==> src/rtl/rlc_pkg.sv <==
// package: register map, field layout and tap constants for the reference ladder control
package rlc_pkg;
  localparam logic [11:0] RLC_CTRL_ADDR = 12'h000;
  localparam logic [7:0] RLC_CTRL_RESET = 8'h00;
  localparam int RLC_POWER_BIT = 7;
  localparam int RLC_PIN_BIT = 6;
  localparam int RLC_RANGE_BIT = 5;
  localparam int RLC_SPARE_BIT = 4;
  localparam int RLC_LEVEL_MSB = 3;
  localparam int RLC_LEVEL_LSB = 0;
  localparam int RLC_CTRL_BYTE_MSB = 7;
  localparam int RLC_STRB_LANE = 0;
  localparam int RLC_WORD_MSB = 31;
  localparam int RLC_PAD_LSB = 8;
  localparam logic [23:0] RLC_PAD_ZERO = 24'h000000;
  localparam logic RLC_DIR_INPUT = 1'b1;
  localparam logic [3:0] RLC_LEVEL_MAX = 4'hF;
  localparam logic [7:0] RLC_CTRL_WMASK = 8'hEF;
  localparam logic [4:0] RLC_MID_OFFSET = 5'h08;
  localparam logic [4:0] RLC_LOW_DIV = 5'h18;
  localparam logic [5:0] RLC_MID_DIV = 6'h20;
  localparam int RLC_PIN_INDEX = 2;
  localparam logic [31:0] RLC_ZERO_WORD = 32'h0000_0000;

  typedef struct packed {
    logic [7:0] ctrl;
    logic [31:0] rdata;
    logic dir_s1;
    logic dir_s2;
  } rlc_state_t;
endpackage

==> src/rtl/rlc_sel_if.sv <==
// interface: control fields passed from register file to tap decoder
`timescale 1ns/100ps
interface rlc_sel_if;
  logic range_select;
  logic [3:0] level_code;
  logic [4:0] tap_index;
  logic [5:0] tap_divisor;
  modport ctrl (output range_select, output level_code, input tap_index, input tap_divisor);
  modport dec (input range_select, input level_code, output tap_index, output tap_divisor);
endinterface

==> src/rtl/rlc_ladder_ctrl.sv <==
// module: reference ladder control register with apb slave and pin override
// Function
// - bit 7 powers the reference ladder on when one and down when zero.
// - bit 6 routes the selected level onto the shared port a pin, zero disconnects it.
// - while bit 6 is set the pin is taken over regardless of the port a direction bit.
// - bit 5 picks the low range (one, step vdd/24) or middle range (zero, step vdd/32).
// - bits 3 to 0 select one of 16 taps within the chosen range.
// - low range tap is code over 24, middle range tap is code plus 8 over 32.
// - bit 4 is unimplemented, ignores writes and reads as zero.
`timescale 1ns/100ps
module rlc_ladder_ctrl
  import rlc_pkg::*;
(
  input wire logic pclk,
  input wire logic presetn,
  input wire logic psel,
  input wire logic penable,
  input wire logic pwrite,
  input wire logic [11:0] paddr,
  input wire logic [31:0] pwdata,
  input wire logic [3:0] pstrb,
  output logic [31:0] prdata,
  output logic pready,
  output logic pslverr,
  input wire logic port_a_direction,
  output logic ladder_power_on,
  output logic level_pin_drive,
  output logic range_select,
  output logic [3:0] level_code,
  output logic [4:0] tap_index,
  output logic [5:0] tap_divisor,
  output logic pin_dir_effective
);
  rlc_state_t state_reg;
  rlc_state_t state_next;
  logic hit;
  logic access;
  logic wr_fire;
  logic rd_fire;
  logic strobe_miss;

  rlc_sel_if sel ();

  // read view of the control byte: spare position always zero
  function automatic logic [7:0] rlc_visible(input logic [7:0] raw);
    rlc_visible = raw & RLC_CTRL_WMASK;
  endfunction

  function automatic logic [31:0] rlc_word(input logic [7:0] raw);
    rlc_word = {RLC_PAD_ZERO, rlc_visible(raw)};
  endfunction

  assign hit = (paddr == RLC_CTRL_ADDR);
  assign access = psel & penable;
  assign wr_fire = access & pwrite & hit & pstrb[RLC_STRB_LANE];
  assign rd_fire = access & ~pwrite & hit;
  assign strobe_miss = access & pwrite & hit & ~pstrb[RLC_STRB_LANE];

  always_comb begin
    state_next = state_reg;
    // direction pin comes from outside the clock domain: first stage feeds only the second
    state_next.dir_s1 = port_a_direction;
    state_next.dir_s2 = state_reg.dir_s1;
    if (wr_fire) begin
      // spare bit masked so it never stores
      state_next.ctrl = rlc_visible(pwdata[RLC_CTRL_BYTE_MSB:0]);
    end
    if (rd_fire) begin
      state_next.rdata = rlc_word(state_reg.ctrl);
    end else if (access) begin
      state_next.rdata = RLC_ZERO_WORD;
    end
  end

  always_ff @(posedge pclk or negedge presetn) begin
    if (!presetn) begin
      state_reg <= '{ctrl: RLC_CTRL_RESET, rdata: RLC_ZERO_WORD, dir_s1: RLC_DIR_INPUT, dir_s2: RLC_DIR_INPUT};
    end else begin
      state_reg <= state_next;
    end
  end

  // zero-wait slave: read data is muxed straight from the register in the access phase
  assign pready = 1'b1;
  assign pslverr = access & ~hit;
  assign prdata = rd_fire ? rlc_word(state_reg.ctrl) : state_reg.rdata;

  assign ladder_power_on = state_reg.ctrl[RLC_POWER_BIT];
  assign level_pin_drive = state_reg.ctrl[RLC_PIN_BIT];
  assign range_select = state_reg.ctrl[RLC_RANGE_BIT];
  assign level_code = state_reg.ctrl[RLC_LEVEL_MSB:RLC_LEVEL_LSB];
  // pin drive forces the pin away from digital output regardless of direction bit
  assign pin_dir_effective = level_pin_drive ? RLC_DIR_INPUT : state_reg.dir_s2;

  assign sel.range_select = range_select;
  assign sel.level_code = level_code;
  assign tap_index = sel.tap_index;
  assign tap_divisor = sel.tap_divisor;

  rlc_tap_decode u_dec (
    .sel(sel)
  );
endmodule

==> src/rtl/rlc_tap_decode.sv <==
// module: maps level code and range to ladder tap numerator and divisor
`timescale 1ns/100ps
module rlc_tap_decode
  import rlc_pkg::*;
(
  rlc_sel_if.dec sel
);
  function automatic logic [4:0] rlc_tap(input logic range_sel, input logic [3:0] code);
    if (range_sel) begin
      rlc_tap = {1'b0, code};
    end else begin
      rlc_tap = {1'b0, code} + RLC_MID_OFFSET;
    end
  endfunction

  // low range: code * vdd/24, middle range: (code + 8) * vdd/32
  assign sel.tap_index = rlc_tap(sel.range_select, sel.level_code);
  assign sel.tap_divisor = sel.range_select ? {1'b0, RLC_LOW_DIV} : RLC_MID_DIV;
endmodule

==> config.mk <==
export PLATFORM = sky130hd
export DESIGN_NAME = rlc_ladder_ctrl
export DESIGN_NICKNAME = d
export VERILOG_FILES = /design/src/rtl/rlc_pkg.sv /design/src/rtl/rlc_sel_if.sv /design/src/rtl/rlc_ladder_ctrl.sv /design/src/rtl/rlc_tap_decode.sv
export SDC_FILE = /design/constraint.sdc
export NUM_CORES = 1
export LEC_CHECK = 0
export BUFFER_PORTS_ARGS = -buffer_cell sky130_fd_sc_hd__buf_2
export CORE_MARGIN = 8
export CORE_UTILIZATION = 36
export CTS_BUF_LIST = sky130_fd_sc_hd__clkbuf_16
export DETAILED_ROUTE_END_ITERATION = 10
export PLACE_DENSITY = 0.85
export REMOVE_ABC_BUFFERS = 1
export SKIP_CTS_REPAIR_TIMING = 1
export SLEW_MARGIN = 20
export SYNTH_ARGS = -nofsm -noshare
export SYNTH_HDL_FRONTEND = slang
export SYNTH_SLANG_ARGS = --single-unit
==> constraint.sdc <==
create_clock -name pclk -period 1.62 [get_ports pclk]
set_input_delay 0.162 -clock pclk [delete_from_list [all_inputs] [get_ports pclk]]
set_output_delay 0.162 -clock pclk [all_outputs]
set_load 0.01 [all_outputs]
==> results.cfg, run 1 <==
[pwr]
peakVddDrop_mv = 0.710
p_leak_uw = 0.000752
power_density_mw_per_mm2 = 751

[sta]
fin_skew_ps = 4.59
period_needed_ps = 1480
tns_ps = 0
rsz0062_at_grt = false
hold_viol = 0
period_share_pct = 91.3
max_freq_mhz = 676
drv_slew = 0
finalSetupViolCount = 0

[floorplan]
row_count = 20
core-area_mm2 = 0.00298
dieArea_mm2 = 0.00508
die_w_um = 71.3
start_util_pct = 36.9
die_y_um = 71.3
io_pins = 107

[layout]
diodes = 0
fill_cells = 295
most-common-layout-cells = 49 x buf_2, 29 x conb_1, 14 x mux2_2, 14 x dfrtp_1, 8 x nand2_1
seq_area_um2 = 403
final_common_cell = buf_2
nets = 205
drive_gt1_share_pct = 51.7
post-route-util_pct = 44.1
largest_reg_flops = 8
multi_input_area_um2 = 487
area_delta_synth_final_pct = 19.5

[grt]
grt_pass1_wl_mm = 4.24
busiest_layer = met2
use_met2_pct = 19.4
use_met3_pct = 4.60
antenna_found_initial = 0
grt_pass1_vias = 896
grt_usage_pct = 10.2
grt_max_degree = 17
grt_use_met1_pct = 9.39
grt_overflow = 0

[detailed_routing]
dr.pass1.iters = 2
ant_nets = 0
drt_iter0_drc = 11
drc = 0
vias_per_cell = 4.32
wirelength_mm = 2.55
vias = 787
wl_per_cell_um = 14.0

[synth]
synth-seq-cells = 16
synthFlopType = dfrtp_1
avgSynthCellArea_um2 = 10.7
yosysSeqAreaShare_pct = 36.6
syn_area_mm2 = 0.00110
synth_edf_count = 0
synth_cell_types = 16
postSynthCellCount = 103
synthArstFlopShare_pct = 100
yosys_warnings = 0

[placed_design]
gp_congestion = 0.741
hpwlAfterDp_mm = 2.16
portBuffers = 49

[clock_tree]
cts_sinks = 16
clk_pin_slew_ps = 50
root_buffer = clkbuf_16
clockBufferDepth = 2
htree_levels = 1
cts_tree = yes
numCtsBuffers = 3
clkLatencyLatePin_ps = 240

[setup_path]
worst-path-max-fanout = 7
worstPathArrival_ps = 1320
criticalPathCategory = input port to output pin
required_ps = 1460
end_kind = output pin
critical_path.startpoint_type = input port

[hold_path]
worst_hold_path_type = input port to register

[job]
max_cap_viol_count = 0

[run_status]
status = completed
## layer usage
layer / vias to the layer above / part of all wire, % / wire (µm)
met5: - / 0 / 0
met3: 4 / 13 / 329
met4: 0 / 1.3 / 33
li1: 367 / - / -
met2: 50 / 49 / 1250
met1: 366 / 37 / 936
## kinds of logic after synthesis
group	count (synthesis)	synth area share (%)
muxes	14	14.3
other	2	0.683
and+or+nand+nor	17	15.1
adders and majority gates	1	1.14
DFF	16	36.6
buffers and inverters	45	28.3
AOI/OAI and AO/OA	8	3.75
## cell type report
class / count / area share, %
multi-input cells: 69 / 37.0
clock inverters: 1 / 0.286
well taps: 33 / 3.14
inverters: 7 / 2.00
flip-flops and latches: 16 / 30.7
clock buffers: 3 / 5.71
repair buffers: 53 / 21.1
## path summary, 6_finish.rpt
kind	from	endpoint	slack, ps	depth (start not counted)
min reg2reg	state_next[0]$_DFF_PN1_	state_reg[0]$_DFF_PN1_	360	0
max in group asynchronous	presetn	state_next[0]$_DFF_PN1_	930	2
max reg2reg	range_select$_DFFE_PN0P_	range_select$_DFFE_PN0P_	820	1
min in group asynchronous	presetn	level_pin_drive$_DFFE_PN0P_	380	2
max	paddr[11]	prdata[6]	140	5
min	port_a_direction	state_next[0]$_DFF_PN1_	10	1
## cell usage after synthesis, drive strengths merged, types with 2 or more instances
cell	instances	area [µm²]
buf	38	285
conb	2	7.51
dfrtp	14	350
dfstp	2	52.6
inv	7	26.3
mux2	14	158
nand2	8	30.0
nand4	3	48.8
nor4	3	63.8
o21ai	7	35.0
## worst max-delay path, stage by stage
cell,delay (ps)
buf_2,110
nor4_4,360
nand4_4,220
mux2_2,320
buf_2,140
## stage by stage
step	worst slack [ps]	std cells	power [µW]	instance area (µm²)	hold slack, ps
2_1_floorplan	339	92	457	916	-134
6_report	141	182	987	1310	14.7
3_5_place_dp	101	177	513	1220	98.4
4_1_cts	101	181	998	1300	-165
3_3_place_gp	139	177	510	1220	92.3
5_1_grt	58.6	182	1020	1310	14.4
## power breakdown
group          switching, µW  leakage (µW)  internal [µW]  total, µW
sequential             0.765      0.000217            405        406
clock                    150     0.0000385            327        477
combinational           70.6      0.000496           33.7        104
Power figures use the tool's default switching activity.
==> inputs of run 2 (changes only) <==
--- a/config.mk
+++ b/config.mk
@@ -7,11 +7,10 @@
 export LEC_CHECK = 0
 export BUFFER_PORTS_ARGS = -buffer_cell sky130_fd_sc_hd__buf_2
 export CORE_MARGIN = 8
-export CORE_UTILIZATION = 36
+export CORE_UTILIZATION = 35
 export CTS_BUF_LIST = sky130_fd_sc_hd__clkbuf_16
 export DETAILED_ROUTE_END_ITERATION = 10
-export PLACE_DENSITY = 0.85
-export REMOVE_ABC_BUFFERS = 1
+export PLACE_DENSITY = 0.83
 export SKIP_CTS_REPAIR_TIMING = 1
 export SLEW_MARGIN = 20
 export SYNTH_ARGS = -nofsm -noshare
==> results.cfg, run 2 (synthesized netlist as in run 1, its figures left out) <==
[job]
max_cap_viol_count = 0

[setup_path]
worstPathArrival_ps = 1290
critical_path.startpoint_type = input port
worst-path-max-fanout = 7
required_ps = 1460
criticalPathCategory = input port to output pin
end_kind = output pin

[detailed_routing]
drt_iter0_drc = 22
wl_per_cell_um = 12.1
wirelength_mm = 2.34
dr.pass1.iters = 2
ant_nets = 0
vias_per_cell = 3.90
vias = 752
drc = 0

[clock_tree]
htree_levels = 1
clkLatencyLatePin_ps = 240
clk_pin_slew_ps = 40
cts_sinks = 16
cts_tree = yes
root_buffer = clkbuf_16
numCtsBuffers = 3
clockBufferDepth = 2

[grt]
grt_usage_pct = 9.23
grt_pass1_wl_mm = 3.86
grt_max_degree = 17
grt_pass1_vias = 841
antenna_found_initial = 0
grt_overflow = 0

[pwr]
power_density_mw_per_mm2 = 732
p_leak_uw = 0.000755
swShare_pct = 21.3
p_comb_share_pct = 10.5
share_seq_of_total_power_pct = 41.7
internal_power_uw = 765
peakVddDrop_mv = 0.682
power.switching_uw = 208
clkPwrFrac_pct = 47.8

[hold_path]
worst_hold_path_type = input port to register

[run_status]
status = completed

[layout]
post-route-util_pct = 43.8
largest_reg_flops = 8
final_common_cell = buf_2
diodes = 0
drive_gt1_share_pct = 51.7
nets = 205
most-common-layout-cells = 49 x buf_2, 29 x conb_1, 14 x mux2_2, 14 x dfrtp_1
area_delta_synth_final_pct = 20.7

[sta]
holdWs_ps = 21.5
drv_slew = 0
rsz0062_at_grt = false
tns_ps = 0
fin_skew_ps = 0.230
hold_viol = 0
max_freq_mhz = 688
period_needed_ps = 1450
finalSetupViolCount = 0
period_share_pct = 89.7

[placed_design]
gp_congestion = 0.682
hpwlAfterDp_mm = 2.00
portBuffers = 49

[floorplan]
row_count = 20
start_util_pct = 36.3
die_y_um = 72.1
io_pins = 107
die_w_um = 72.1
core-area_mm2 = 0.00303
dieArea_mm2 = 0.00519
==> run 2: changes by cell type in the layout (fill, tap and decap cells not counted) <==
cell and delta:
inv_1 +1, clkinv_1 -1
==> run 2: per-layer routing <==
metal	wire, µm	global-route usage (%)	vias to the layer above
met5	0	0	-
met2	1330	18.5	31
met3	194	3.17	0
met1	811	8.85	352
li1	-	-	369
met4	0	1.36	0
==> run 2: final cells by class <==
cell class	instances	area (µm²)
clock buffers	3	75.1
multi-input cells	69	487
clock inverters	1	3.75
flip-flops and latches	16	403
fillers	320	1700
inverters	7	26.3
well taps	44	55.1
repair buffers	53	278
==> run 2: final timing paths <==
path / from / end / slack (ps) / cells past startpoint
hold reg to reg: state_next[0]$_DFF_PN1_ / state_reg[0]$_DFF_PN1_ / 350 / 0
min in group asynchronous: presetn / ladder_power_on$_DFFE_PN0P_ / 370 / 2
setup / recovery: paddr[4] / prdata[2] / 170 / 5
max in group asynchronous: presetn / state_reg[0]$_DFF_PN1_ / 940 / 2
setup reg to reg: level_code[2]$_DFFE_PN0P_ / level_code[2]$_DFFE_PN0P_ / 810 / 1
hold / removal: port_a_direction / state_next[0]$_DFF_PN1_ / 20 / 1
==> run 2: power groups by stage <==
| stage | sequential (µW) | combinational [µW] | clock [µW] |
|---|---|---|---|
| after floorplan | 412 | 97.2 | 0 |
| after global placement | 412 | 96.5 | 0 |
| after detailed placement | 412 | 98.5 | 0 |
| after CTS | 406 | 98.7 | 478 |
| after global routing | 406 | 114 | 491 |
| final | 406 | 102 | 465 |
==> run 2: worst max-delay path: stages <==
cell,delay [ps]
buf_2,110
nor4_4,330
nand4_4,220
mux2_2,320
buf_2,140
==> run 2: through the flow <==
stage | setup slack, ps | total power [µW] | instance area [µm²] | std cells
finish | 167 | 972 | 1330 | 193
global placement | 151 | 508 | 1240 | 188
global route | 78.1 | 1010 | 1330 | 193
detailed placement | 146 | 511 | 1240 | 188
CTS | 136 | 983 | 1320 | 192
floorplan | 339 | 509 | 1200 | 130
